==> src/hw/sap_regs.svh <==
`ifndef SAP_REGS_SVH
`define SAP_REGS_SVH
`define SAP_ACK_IDLE_CYC 1
`define SAP_ACK_MASTER_CYC 5
`define SAP_RDY_AFTER_ACK_CYC 3
`define SAP_SEL_GAP_CYC 2
`define SAP_CS_IDLE_CYC 1
`endif

==> src/hw/sap_pkg.sv <==
package sap_pkg;
   typedef enum logic [3:0] {
      SAP_IDLE = 4'h1,
      SAP_WAIT = 4'h2,
      SAP_ACK = 4'h4,
      SAP_DONE = 4'h8
   } sap_state_type;
   typedef enum logic [1:0] {
      SAP_H_IDLE = 2'h1,
      SAP_H_BUSY = 2'h2
   } sap_host_state_type;
endpackage : sap_pkg

==> src/hw/sap_if.sv <==
`timescale 1ns/10ps
`default_nettype none
interface sap_if #(parameter int AW = 6, parameter int DW = 16);
   logic chip_select_n;
   logic shared_memory_request_n;
   logic slave_address_strobe;
   logic slave_write_read;
   logic [AW-1:0] reg_addr;
   logic [DW-1:0] wdata;
   logic [DW-1:0] rdata;
   logic rdata_oe;
   logic slave_memory_ack_n;
   logic ready_out_n;
   logic bus_mode_select;
   modport device (
      input chip_select_n, shared_memory_request_n, slave_address_strobe, slave_write_read,
      input reg_addr, wdata, bus_mode_select,
      output rdata, rdata_oe, slave_memory_ack_n, ready_out_n
   );
   modport host (
      output chip_select_n, shared_memory_request_n, slave_address_strobe, slave_write_read,
      output reg_addr, wdata, bus_mode_select,
      input rdata, rdata_oe, slave_memory_ack_n, ready_out_n
   );
endinterface : sap_if
`default_nettype wire

==> src/hw/sap_device.sv <==
`timescale 1ns/10ps
`default_nettype none
`include "sap_regs.svh"
// Operation
// - Host never asserts select and memory request together
// - Two clocks between select and request
// - Select and request sampled through synchroniser; select is sampled raw in SAP_ACK and SAP_DONE
// - Acknowledge 1 clock idle, 5 as master
// - Each master wait state adds one clock
// - Acknowledge within bounded delay of request
// - Memory acknowledge holds while request held
// - Register acknowledge needs select and strobe
// - Acknowledge released between register accesses
// - Ready at least 2.5 clocks after acknowledge
// - Strobe or select release ends access
// - Strobe active no later than select
// - Strobe released within one clock of select
// - Select idle one clock between accesses
module sap_device
   import sap_pkg::*;
#(
   parameter int AW = 6,
   parameter int DW = 16
) (
   input wire logic core_clk,
   input wire logic rstn,
   sap_if.device bus,
   input wire logic bus_master,
   input wire logic master_wait,
   input wire logic [DW-1:0] reg_rdata,
   output logic [AW-1:0] reg_addr,
   output logic reg_write,
   output logic [DW-1:0] reg_wdata,
   output logic reg_read,
   output logic mem_granted
);
   sap_state_type state_q;
   logic cs_s1_q, cs_s2_q, mr_s1_q, mr_s2_q;
   logic [2:0] dly_q;
   logic [1:0] rdy_cnt_q;
   logic is_mem_q, wr_q, ack_n_q, rdy_n_q, oe_q, mem_granted_q;
   logic [DW-1:0] rdata_q;
   logic strobe_act;
   logic reg_live;
   logic rdy_fire;
   logic [AW-1:0] addr_q;
   logic [DW-1:0] wdata_q;
   logic wr_pulse_q, rd_pulse_q;

   assign strobe_act = bus.bus_mode_select ? ~bus.slave_address_strobe : bus.slave_address_strobe;
   assign reg_live = (state_q == SAP_ACK) && !is_mem_q && !bus.chip_select_n && strobe_act;
   assign rdy_fire = reg_live && (rdy_cnt_q == 2'(`SAP_RDY_AFTER_ACK_CYC - 1)) && rdy_n_q;
   assign bus.slave_memory_ack_n = ack_n_q;
   assign bus.ready_out_n = rdy_n_q;
   assign bus.rdata = rdata_q;
   assign bus.rdata_oe = oe_q;
   assign reg_addr = addr_q;
   assign reg_wdata = wdata_q;
   assign reg_write = wr_pulse_q;
   assign reg_read = rd_pulse_q;
   assign mem_granted = mem_granted_q;

   ////////////////////////////////////////////////////////////////
   // Select synchroniser
   always_ff @(posedge core_clk) begin
      if (!rstn) begin
         cs_s1_q <= 1'b0;
         cs_s2_q <= 1'b0;
      end else begin
         cs_s1_q <= ~bus.chip_select_n;
         cs_s2_q <= cs_s1_q;
      end
   end

   ////////////////////////////////////////////////////////////////
   // Memory request synchroniser
   always_ff @(posedge core_clk) begin
      if (!rstn) begin
         mr_s1_q <= 1'b0;
         mr_s2_q <= 1'b0;
      end else begin
         mr_s1_q <= ~bus.shared_memory_request_n;
         mr_s2_q <= mr_s1_q;
      end
   end

   ////////////////////////////////////////////////////////////////
   // Access sequencer
   always_ff @(posedge core_clk) begin
      if (!rstn) begin
         state_q <= SAP_IDLE;
         dly_q <= 3'h0;
         is_mem_q <= 1'b0;
         ack_n_q <= 1'b1;
         mem_granted_q <= 1'b0;
      end else begin
         unique case (state_q)
            SAP_IDLE: begin
               ack_n_q <= 1'b1;
               if (mr_s2_q) begin
                  is_mem_q <= 1'b1;
                  state_q <= SAP_WAIT;
                  dly_q <= bus_master ? 3'(`SAP_ACK_MASTER_CYC - 1) : 3'(`SAP_ACK_IDLE_CYC - 1);
               end else if (cs_s2_q && strobe_act) begin
                  is_mem_q <= 1'b0;
                  state_q <= SAP_WAIT;
                  dly_q <= bus_master ? 3'(`SAP_ACK_MASTER_CYC - 1) : 3'(`SAP_ACK_IDLE_CYC - 1);
               end
            end
            SAP_WAIT: begin
               if (is_mem_q ? !mr_s2_q : !(cs_s2_q && strobe_act)) begin
                  state_q <= SAP_IDLE;
               end else if (bus_master && master_wait) begin
                  dly_q <= dly_q;
               end else if (dly_q == 3'h0) begin
                  ack_n_q <= 1'b0;
                  mem_granted_q <= is_mem_q;
                  state_q <= SAP_ACK;
               end else begin
                  dly_q <= dly_q - 3'h1;
               end
            end
            SAP_ACK: begin
               if (is_mem_q ? !mr_s2_q : !(~bus.chip_select_n && strobe_act)) begin
                  ack_n_q <= 1'b1;
                  mem_granted_q <= 1'b0;
                  state_q <= SAP_DONE;
               end
            end
            SAP_DONE: begin
               ack_n_q <= 1'b1;
               if (is_mem_q || !strobe_act || bus.chip_select_n) begin
                  state_q <= SAP_IDLE;
               end
            end
            default: state_q <= SAP_IDLE;
         endcase
      end
   end

   ////////////////////////////////////////////////////////////////
   // Ready output
   always_ff @(posedge core_clk) begin
      if (!rstn) begin
         rdy_cnt_q <= 2'h0;
         rdy_n_q <= 1'b1;
      end else if (!reg_live) begin
         rdy_cnt_q <= 2'h0;
         rdy_n_q <= 1'b1;
      end else if (rdy_cnt_q != 2'(`SAP_RDY_AFTER_ACK_CYC - 1)) begin
         rdy_cnt_q <= rdy_cnt_q + 2'h1;
      end else begin
         rdy_n_q <= 1'b0;
      end
   end

   ////////////////////////////////////////////////////////////////
   // Register strobes
   always_ff @(posedge core_clk) begin
      if (!rstn) begin
         wr_pulse_q <= 1'b0;
         rd_pulse_q <= 1'b0;
      end else begin
         wr_pulse_q <= rdy_fire & wr_q;
         rd_pulse_q <= rdy_fire & ~wr_q;
      end
   end

   ////////////////////////////////////////////////////////////////
   // Read data drive
   always_ff @(posedge core_clk) begin
      if (!rstn) begin
         oe_q <= 1'b0;
         rdata_q <= '0;
      end else if (!reg_live) begin
         oe_q <= 1'b0;
      end else if (rdy_fire) begin
         oe_q <= ~wr_q;
         rdata_q <= reg_rdata;
      end
   end

   ////////////////////////////////////////////////////////////////
   // Address and direction capture
   always_ff @(posedge core_clk) begin
      if (!rstn) begin
         addr_q <= '0;
         wr_q <= 1'b0;
      end else if (state_q == SAP_IDLE && strobe_act) begin
         addr_q <= bus.reg_addr;
         wr_q <= bus.slave_write_read;
      end
   end

   ////////////////////////////////////////////////////////////////
   // Write data capture
   always_ff @(posedge core_clk) begin
      if (!rstn) begin
         wdata_q <= '0;
      end else if (state_q == SAP_ACK && wr_q) begin
         wdata_q <= bus.wdata;
      end
   end
endmodule : sap_device
`default_nettype wire

==> src/flat_wrapper.sv <==
// flat-port wrapper written by rule: the top's interface ports become plain ports
module sap_device_flat import sap_pkg::*;
#(
   parameter int AW = 6,
   parameter int DW = 16
)
  (core_clk, rstn, bus_master, master_wait, reg_rdata, reg_addr, reg_write, reg_wdata, reg_read, mem_granted, bus_chip_select_n, bus_shared_memory_request_n, bus_slave_address_strobe, bus_slave_write_read, bus_reg_addr, bus_wdata, bus_bus_mode_select, bus_rdata, bus_rdata_oe, bus_slave_memory_ack_n, bus_ready_out_n);
  sap_if #(.AW(AW), .DW(DW)) bus_i ();
  input wire logic core_clk;
  input wire logic rstn;
  input wire logic bus_master;
  input wire logic master_wait;
  input wire logic [DW-1:0] reg_rdata;
  output logic [AW-1:0] reg_addr;
  output logic reg_write;
  output logic [DW-1:0] reg_wdata;
  output logic reg_read;
  output logic mem_granted;
  input wire logic [$bits(bus_i.chip_select_n)-1:0] bus_chip_select_n;
  input wire logic [$bits(bus_i.shared_memory_request_n)-1:0] bus_shared_memory_request_n;
  input wire logic [$bits(bus_i.slave_address_strobe)-1:0] bus_slave_address_strobe;
  input wire logic [$bits(bus_i.slave_write_read)-1:0] bus_slave_write_read;
  input wire logic [$bits(bus_i.reg_addr)-1:0] bus_reg_addr;
  input wire logic [$bits(bus_i.wdata)-1:0] bus_wdata;
  input wire logic [$bits(bus_i.bus_mode_select)-1:0] bus_bus_mode_select;
  output wire logic [$bits(bus_i.rdata)-1:0] bus_rdata;
  output wire logic [$bits(bus_i.rdata_oe)-1:0] bus_rdata_oe;
  output wire logic [$bits(bus_i.slave_memory_ack_n)-1:0] bus_slave_memory_ack_n;
  output wire logic [$bits(bus_i.ready_out_n)-1:0] bus_ready_out_n;
  assign bus_i.chip_select_n = bus_chip_select_n;
  assign bus_i.shared_memory_request_n = bus_shared_memory_request_n;
  assign bus_i.slave_address_strobe = bus_slave_address_strobe;
  assign bus_i.slave_write_read = bus_slave_write_read;
  assign bus_i.reg_addr = bus_reg_addr;
  assign bus_i.wdata = bus_wdata;
  assign bus_i.bus_mode_select = bus_bus_mode_select;
  assign bus_rdata = bus_i.rdata;
  assign bus_rdata_oe = bus_i.rdata_oe;
  assign bus_slave_memory_ack_n = bus_i.slave_memory_ack_n;
  assign bus_ready_out_n = bus_i.ready_out_n;
  sap_device #(.AW(AW), .DW(DW)) u_core (.core_clk(core_clk), .rstn(rstn), .bus(bus_i), .bus_master(bus_master), .master_wait(master_wait), .reg_rdata(reg_rdata), .reg_addr(reg_addr), .reg_write(reg_write), .reg_wdata(reg_wdata), .reg_read(reg_read), .mem_granted(mem_granted));
endmodule
==> config.mk <==
export PLATFORM = sky130hd
export DESIGN_NAME = sap_device_flat
export DESIGN_NICKNAME = d
export VERILOG_FILES = /design/src/hw/sap_pkg.sv /design/src/hw/sap_if.sv /design/src/hw/sap_device.sv /design/src/flat_wrapper.sv
export VERILOG_INCLUDE_DIRS = /design/src /design/src/hw
export SDC_FILE = /design/constraint.sdc
export NUM_CORES = 1
export LEC_CHECK = 0
export ABC_AREA = 1
export BUFFER_PORTS_ARGS = -buffer_cell sky130_fd_sc_hd__clkbuf_2
export CAP_MARGIN = 20
export CORE_MARGIN = 10
export CORE_UTILIZATION = 35
export CTS_CLUSTER_SIZE = 14
export DETAILED_ROUTE_END_ITERATION = 7
export PLACE_DENSITY = 0.58
export SKIP_CTS_REPAIR_TIMING = 1
export SYNTH_ARGS = -nofsm -noshare
export SYNTH_HDL_FRONTEND = slang
export SYNTH_SLANG_ARGS = --single-unit
==> constraint.sdc <==
create_clock -name core_clk -period 1.8 [get_ports core_clk]
set_input_delay 0.09 -clock core_clk [delete_from_list [all_inputs] [get_ports core_clk]]
set_output_delay 0.09 -clock core_clk [all_outputs]
set_load 0.01 [all_outputs]
# Yosys cells after proc, flatten, opt, wreduce, memory -nomap -nowiden
# Cells that the tools add are included.
[word_totals]
word_cells = 102
regBits = 59
inputBits = 47
output_inout_bits = 44
[classes]
eq_ne = 15
addsub = 2
n_bitwise = 6
n_reduce_logical = 31
muxes = 30
[op_table]
columns = ["cell", "count"]
rows = [
  ["$mux W4", 7],
  ["$reduce_and A5 Y1", 4],
  ["$mux W3", 6],
  ["$pmux W4 S4", 1],
  ["$mux W1", 13],
  ["$logic_and A1 B1 Y1", 10],
  ["$ne A2 B2 Y1 const B", 4],
  ["$logic_not A1 Y1", 6],
  ["$ne A2 B1 Y1 const B", 3],
  ["$ne A3 B1 Y1 const B", 2],
  ["$pmux W3 S2", 1],
  ["$reduce_and A2 Y1", 3],
  ["$reduce_bool A2 Y1", 3],
  ["$eq A4 B1 Y1 const B", 1],
  ["$eq A4 B2 Y1 const B", 1],
  ["$eq A4 B3 Y1 const B", 1],
  ["$eq A4 B4 Y1 const B", 1],
  ["$not A1 Y1", 4],
  ["$logic_not A3 Y1", 1],
  ["$ne A3 B2 Y1 const B", 1],
  ["$pmux W1 S3", 1],
  ["$reduce_bool A3 Y1", 1],
  ["$sub A3 B1 Y3 const B", 1],
  ["$add A2 B1 Y2 const B", 1],
  ["other kinds (5)", 7],
]

# Depth between registers and ports, before layout
# Gate-level depths: netlist of the first run.
[logic_depth]
depth_word = 7
mapped_depth = 10
ltp_nobuf = 10

# Worst setup path before layout of the first run
# OpenSTA, ideal clock, no wires.
[synth_path]
path_type = "register -> register"
startpoint = "reg u_core.rdy_cnt_q[0]"
endpoint = "reg u_core.rdata_q[10] (netlist: u_core.bus.rdata[10])"
path_stages_with_launch = 9
n_path_buf = 1
period_less_slack_ns = 1.313
arrival_ns = 1.200
setup_time_ns = 0.113
path_slack_ns = 0.487
path_cell_list = "dfxtp_1 inv_1 ha_1 nand2_1 nor2_8 inv_4 buf_6 nor2_2 nor2_1"
[synth_via]
elab_chain_cells = 4
[synth_lines]
columns = ["item", "line", "rtl"]
rows = [
  ["from (decl)", "sap_device.sv:40", "logic [1:0] rdy_cnt_q;"],
  ["from (signal assigned)", "sap_device.sv:151", "rdy_cnt_q <= rdy_cnt_q + 2'h1;"],
  ["$eq A2 B2 Y1", "sap_device.sv:52", "assign rdy_fire = reg_live && (rdy_cnt_q == 2'(`SAP_RDY_AFTER_ACK_CYC - 1)) && rdy_n_q;"],
  ["$logic_and A1 B1 Y1 (2 in a row)", "sap_device.sv:52", ""],
  ["$reduce_and A2 Y1 (no line)", "--", ""],
  ["to (signal assigned)", "sap_device.sv:179", "rdata_q <= reg_rdata;"],
  ["to (decl)", "sap_device.sv:42", "logic [DW-1:0] rdata_q;"],
]
# No other way between the ends.
# A chain may end at the register's enable or synchronous reset.

# Worst setup path in the final report of the first run
[layout_path]
startpoint = "reg u_core.state_q[0]"
endpoint = "reg u_core.mem_granted_q (netlist: u_core.mem_granted)"
[layout_via]
elab_chain_cells = 3
word_cells_on_any_way = 9
cone_classes = "eq/ne (6); mux (1); reduce/logical (2)"
[layout_lines]
columns = ["item", "line", "rtl"]
rows = [
  ["from (decl)", "sap_device.sv:37", "sap_state_type state_q;"],
  ["from (signal assigned)", "sap_device.sv:91", "state_q <= SAP_IDLE;"],
  ["from (signal assigned)", "sap_device.sv:102", "state_q <= SAP_WAIT;"],
  ["from (signal assigned)", "sap_device.sv:106", "state_q <= SAP_WAIT;"],
  ["$eq A4 B3 Y1 / $eq A4 B2 Y1 (equally long branches)", "sap_device.sv:97", "unique case (state_q)"],
  ["$ne A2 B1 Y1 (no line) (tied with other cells)", "--", ""],
  ["$reduce_and A5 Y1 (no line)", "--", ""],
  ["to (signal assigned)", "sap_device.sv:117", "mem_granted_q <= is_mem_q;"],
  ["to (decl)", "sap_device.sv:41", "logic is_mem_q, wr_q, ack_n_q, rdy_n_q, oe_q, mem_granted_q;"],
]
# Parallel ways exist; a longest one is shown, timed or not.

==> impl_results.md, run 1 <==
- Status: finished with violations
- Failing checks: hold timing
- Drt total wl: 6666 um
- Simple-gate share of the synthesized area: 30.90%
- Tot GR Track Use: 12.19%
- Critical Path Start Type: flop
- Path type of the worst min-delay path: input port to flop
- Initial cell density of the core: 36.00%
- Die span in y: 103.6 um
- Number of synthesized flops with an enable pin: 0
- Die area: 0.01073 mm^2
- PwrDens: 997.8 mW/mm^2
- Slew Limit Fails: 0
- P_leak: 0.001645 uW
- First-pass GRT wire length: 10850 um
- Number of global-route vias before repair: 2320
- RSZ-0062 raised after global routing: no
- Hold Vio Cnt, Final: 15
- Synthesized area per cell: 7.692 um^2
- Adder-cell area share of the yosys netlist: 1.535%
- WS Path Type: flop to flop
- Seq cells post-synth: 59
- Vias/cell: 4.431
- DRT Pass-1 Iters: 4
- Skew final: 0.008532 ns
- Endpoint class of the critical path: flop
- # IOs: 91
- Final Wtd Congestion: 0.8192
- Grt total ovfl: 0
- Syn Nets: 368
- Setup tns final: 0 ns
- Slew margin rel.: 65.18%
- Area Growth Syn to Fin: 34.68%
- Post-DP HPWL: 5034 um
- Max FO, Critical Path: 20
- Syn Inst Count: 318
- Area after DPL: 0.002988 mm^2
- Mux share of post-synthesis cell area: 0%
- H-tree Lvls: 3
- Post-Syn Area: 0.002446 mm^2
- Routed Antenna Nets: 0
- Clk root buf: clkbuf_8
- WL per Instance: 12.77 um
- Antenna diodes: 0
- Vias: 2313
- Xor and xnor area share after synthesis: 0.7161%
- Clock-pin slew on the worst setup and hold paths: 0.07 ns
- CP endpoint: u_core.mem_granted
- R2R Setup Slk: 0.30 ns
- Num CTS Buffers: 9
- Worst vdd ir: 430.7 uV
- Initial antenna violation count: 0
- Async SR Flop Fraction: 0%
- Fmax: 0.6662 GHz
- WHS: -0.02637 ns
- Setup-failing EPs final: 0
- Core area: 0.006794 mm^2
- Port Buffers: 90
- Synth Area in Compound Gates: 11.15%
- Crit path arrival time: 1.71 ns
- Most common cell after layout, fill and taps aside: clkbuf_2
- Tightest Pin Transition: 0.5215 ns
- FILL cells: 686
- Die width: 103.6 um
- Inst Count DP: 498
- Fin crit period: 1.501 ns
- Synth Flop Type: dfxtp_1
- Capture point of the worst reg-to-reg path: u_core.mem_granted
- Unique masters post-synth: 28
- Skew-Pair Late Insertion Delay: 0.33 ns
- Design Area, Final: 0.003294 mm^2
- CTS tree: built
- Layout cells sized above 1: 33.10%
- Max-cap check violation count: 0
- Max Buffers Root-to-Sink: 2
- Row cnt: 30
- Period utilization: 83.40%
- Worst R2R Path Depth: 10
- Final design utilization: 48.49%
- FF-to-FF Start: u_core.state_q[0]
- Most frequent cells in the layout: clkbuf_2, dfxtp_1, nor2_1, nand2_1
- Critical Path Start: u_core.state_q[0]
- WP data required: 2.01 ns
- CTS sink count: 59
- Sequential share of the synthesized area: 48.29%
- Fin cells: 522
- DR DRC count: 0
- YS warnings: 0
- DR iter-0 viols: 79
- Nets: 471
- Largest net degree at the start of global routing: 33
- Largest family of logic cells by synthesized area: simple AND/OR/NAND/NOR gates
## cell families (layout without fill, tap and decap cells)
logic type	after synthesis	in the layout
flops	59	59
compound gates	54	54
simple gates	160	160
fa+ha+maj	3	3
buf+inv	40	148
xor+xnor	2	2
## metal layers
| layer | track usage, % | wire length, um |
|---|---|---|
| met5 | 0 | 0 |
| met2 | 21.26 | 3404 |
| met4 | 5.444 | 104 |
| met3 | 4.523 | 366 |
| met1 | 12.73 | 2790 |
## sequential cells by signal, indices dropped and copies added, names as in the netlist
signal and flops:
u_core.bus.rdata 16, u_core.reg_wdata 16, u_core.reg_addr 6, u_core.state_q 4
u_core.dly_q 3, u_core.rdy_cnt_q 2, u_core.bus.rdata_oe 1, u_core.bus.ready_out_n 1
u_core.bus.slave_memory_ack_n 1, u_core.cs_s1_q 1, u_core.cs_s2_q 1, u_core.is_mem_q 1
u_core.mem_granted 1, u_core.mr_s1_q 1, u_core.mr_s2_q 1, u_core.reg_read 1
u_core.reg_write 1, u_core.wr_q 1
## cells in the mapped netlist, types with 5 or more instances
master	instances	area, um^2
a21oi_1	25	125.1
o21ai_1	9	45.04
o21ai_0	19	95.09
nor2_1	55	206.5
dfxtp_1	59	1181
nor2_2	13	81.33
nand2_1	52	195.2
inv_1	24	90.09
clkbuf_1	5	18.77
nand3_1	25	125.1
## layout make-up
cell class / count / area (um^2) / area share [%]
clock inverter: 5 / 75.07 / 2.279
tap: 96 / 120.1 / 3.646
sequential: 59 / 1181 / 35.85
clock buffer: 11 / 151.4 / 4.596
multi-input combinational: 219 / 1084 / 32.89
inverter: 28 / 107.6 / 3.266
timing repair buffer: 104 / 575.6 / 17.47
## metrics by stage
| stage | total power [uW] | hold WS [ns] | setup slack (ns) |
|---|---|---|---|
| CTS | 3313 | -0.09786 | 0.2937 |
| global route | 3450 | 0.001207 | 0.1634 |
| detailed placement | 1933 | 0.2672 | 0.3026 |
| global placement | 1925 | 0.2716 | 0.3219 |
| finish | 3287 | -0.02637 | 0.2989 |
| floorplan | 1761 | 0.1624 | 0.4868 |
## worst max-delay path, cell delays in order, from the launching register on
cell     delay (ns)
dfxtp_1        0.42
inv_1          0.08
nand2_2        0.08
nor2_4         0.04
buf_4          0.20
nand2_1        0.08
nand2_1        0.10
nor2_2         0.16
nand3_1        0.10
nand2_1        0.06
a21oi_1        0.05
## worst min path at each step
| stage | from | end | slack (ns) | cells past startpoint |
|---|---|---|---|---|
| after global placement | bus_shared_memory_request_n | u_core.mr_s1_q | 0.27 | 2 |
| after floorplan | bus_chip_select_n | u_core.cs_s1_q | 0.16 | 1 |
| after CTS | bus_shared_memory_request_n | u_core.mr_s1_q | -0.1 | 2 |
| final | reg_rdata[11] | u_core.bus.rdata[11] | -0.03 | 3 |
| after detailed placement | bus_shared_memory_request_n | u_core.mr_s1_q | 0.27 | 2 |
| after global routing | bus_reg_addr[4] | u_core.reg_addr[4] | 0.001 | 3 |
## where the power goes
group          internal [uW]  switching [uW]  leakage (uW)
clock                    848             525      0.000119
combinational            197             288       0.00105
sequential              1370            57.5      0.000479
Power figures use the tool's default switching activity.
==> inputs of run 2 (changes only) <==
--- a/config.mk
+++ b/config.mk
@@ -6,14 +6,14 @@
 export SDC_FILE = /design/constraint.sdc
 export NUM_CORES = 1
 export LEC_CHECK = 0
-export ABC_AREA = 1
+export ABC_AREA = 0
 export BUFFER_PORTS_ARGS = -buffer_cell sky130_fd_sc_hd__clkbuf_2
 export CAP_MARGIN = 20
 export CORE_MARGIN = 10
 export CORE_UTILIZATION = 35
 export CTS_CLUSTER_SIZE = 14
 export DETAILED_ROUTE_END_ITERATION = 7
-export PLACE_DENSITY = 0.58
+export PLACE_DENSITY = 0.59
 export SKIP_CTS_REPAIR_TIMING = 1
 export SYNTH_ARGS = -nofsm -noshare
 export SYNTH_HDL_FRONTEND = slang
==> constraint.sdc (replaced) <==
create_clock -name core_clk -period 1.5 [get_ports core_clk]
set_input_delay 0.075 -clock core_clk [delete_from_list [all_inputs] [get_ports core_clk]]
set_output_delay 0.075 -clock core_clk [all_outputs]
set_load 0.01 [all_outputs]
==> impl_results.md, run 2 <==
- Design Area, Final: 0.003702 mm^2
- RSZ-0062 raised after global routing: yes
- Largest family of logic cells by synthesized area: simple AND/OR/NAND/NOR gates
- Fmax: 0.6268 GHz
- WS Path Type: flop to flop
- Seq cells post-synth: 59
- WHS: -0.02384 ns
- DR iter-0 viols: 102
- P_leak: 0.001694 uW
- R2R Setup Slk: -0.1 ns
- Slew Limit Fails: 0
- Synth area leader: dfxtp_1
- Adder-cell area share of the yosys netlist: 1.602%
- Worst vdd ir: 785.9 uV
- Skew-Pair Late Insertion Delay: 0.33 ns
- Initial cell density of the core: 36.49%
- Clock-pin slew on the worst setup and hold paths: 0.06 ns
- Port Buffers: 90
- CP Cell Sequence: nor4b_4, nand3_2, o211a_1, or3_1
- Synth Area in Compound Gates: 12.65%
- PwrDens: 957.6 mW/mm^2
- CTS sink count: 59
- WP data required: 1.71 ns
- CP bufs+invs: 0
- YS warnings: 0
- Clk root buf: clkbuf_8
- Vias/cell: 4.784
- Area share of the largest cell type after synthesis: 50.40%
- Drt total wl: 7240 um
- Setup-failing EPs final: 34
- CP top delay family: simple AND/OR/NAND/NOR gates
- Max FO, Critical Path: 5
- Worst path depth: 4
- Place WS: -0.1024 ns
- Number of global-route vias before repair: 2191
- Synthesized area per cell: 9.013 um^2
- Die width: 101.8 um
- Setup tns final: -0.9444 ns
- Status: finished with violations
- Die area: 0.01037 mm^2
- Most frequent cells in the layout: clkbuf_2, dfxtp_1, nand2_1, nor2_1, dlygate4sd3_1
- Final Wtd Congestion: 0.7356
- Hold Path Depth: 3
- Vias: 2320
- Largest net degree at the start of global routing: 45
- Syn Nets: 310
- Unique masters post-synth: 39
- Failing checks: hold timing, setup timing
- Tot GR Track Use: 12.81%
- Sequential share of the synthesized area: 50.40%
- Max-cap check violation count: 0
- Skew final: 0.003773 ns
- Final worst slack: -0.09540 ns
- Synth area leaders: dfxtp_1, mux2i_1, nand2_1, a21oi_1, nor2_1
- Slew margin rel.: 71.00%
- Most frequent cells after synthesis: dfxtp_1, nand2_1, a21oi_1, nor2_1, mux2i_1
- Area Growth Syn to Fin: 57.98%
- Layout cells sized above 1: 39.07%
- Worst R2R Path Depth: 4
- Post-DP HPWL: 4824 um
- Core area: 0.006422 mm^2
- Number of synthesized flops with an enable pin: 0
- Post-Syn Area: 0.002343 mm^2
- Most frequent cell after synthesis: dfxtp_1
- Async SR Flop Fraction: 0%
- Nets: 453
- Tightest Pin Transition: 0.4336 ns
- Routed Antenna Nets: 0
- Mux share of post-synthesis cell area: 7.261%
- Crit path arrival time: 1.81 ns
- Grt total ovfl: 0
- Most common cell after layout, fill and taps aside: clkbuf_2
- Endpoint class of the critical path: flop
- DRT Pass-1 Iters: 4
- CP max stage cell: nor4b_4
- Fin crit period: 1.595 ns
- First-pass GRT wire length: 10560 um
- Row cnt: 29
- Num CTS Buffers: 9
- Period utilization: 106.4%
- Path type of the worst min-delay path: input port to flop
- DR DRC count: 0
- Critical Path Start Type: flop
- FILL cells: 572
- H-tree Lvls: 3
- Synth Flop Type: dfxtp_1
- Initial antenna violation count: 1
- Syn Inst Count: 260
- Max Buffers Root-to-Sink: 2
- Die span in y: 101.8 um
- # IOs: 91
- WL per Instance: 14.93 um
- Area after DPL: 0.003030 mm^2
- CTS tree: built
- Crit path largest cell delay: 0.38 ns
- Simple-gate share of the synthesized area: 23.33%
- Xor and xnor area share after synthesis: 1.121%
- Hold Vio Cnt, Final: 11
run 2: path summary, 6_finish.rpt:
kind | endpoint | start
max reg2reg | u_core.dly_q[2] | u_core.state_q[3]
max | u_core.dly_q[2] | u_core.state_q[3]
min | u_core.bus.rdata[9] | reg_rdata[9]
min reg2reg | u_core.cs_s2_q | u_core.cs_s1_q
run 2: cells by family (layout without fill, tap and decap cells):
group | after synthesis | count (layout)
simple gates | 109 | 109
flops | 59 | 59
compound gates | 49 | 49
buf+inv | 20 | 167
mux | 17 | 17
fa+ha+maj | 3 | 3
xor+xnor | 3 | 3
other cells | 0 | 1
run 2: report_power, final:
group          internal (uW)  switching, uW
registers               1620           49.0
clock network            781            614
logic                    245            240
run 2: metal layers:
metal | global-route usage, % | vias to the layer above | part of all wire (%)
met4 | 3.254 | 0 | 1.5
met3 | 8.097 | 9 | 10
met5 | 0 | - | 0
met2 | 19.33 | 85 | 47
li1 | - | 1183 | -
met1 | 14.93 | 1043 | 42
run 2: final cells by class:
class                   instances  area (um^2)  area share [%]
well taps                      77        96.34           2.602
diodes                          1        2.502         0.06759
inverters                       7        26.28          0.7097
repair buffers                145         1041           28.12
flip-flops and latches         59         1196           32.31
multi-input cells             181         1151           31.09
clock buffers                  14        183.9           4.968
clock inverters                 1        5.005          0.1352
run 2: worst reg2reg max path, delay by kind of cell (launching register included):
family | cells | cell delay, ns
flip-flops | 1 | 0.37
AO/OA/AOI/OAI | 1 | 0.23
AND/OR/NAND/NOR | 3 | 0.89
run 2: through the flow:
step / util (%) / power [uW] / instances
CTS: 50.13 / 3511 / 447
global route: 57.65 / 3700 / 485
finish: 57.65 / 3545 / 485
detailed placement: 47.18 / 2105 / 432
floorplan: - / 1922 / 260
global placement: 47.18 / 2095 / 432
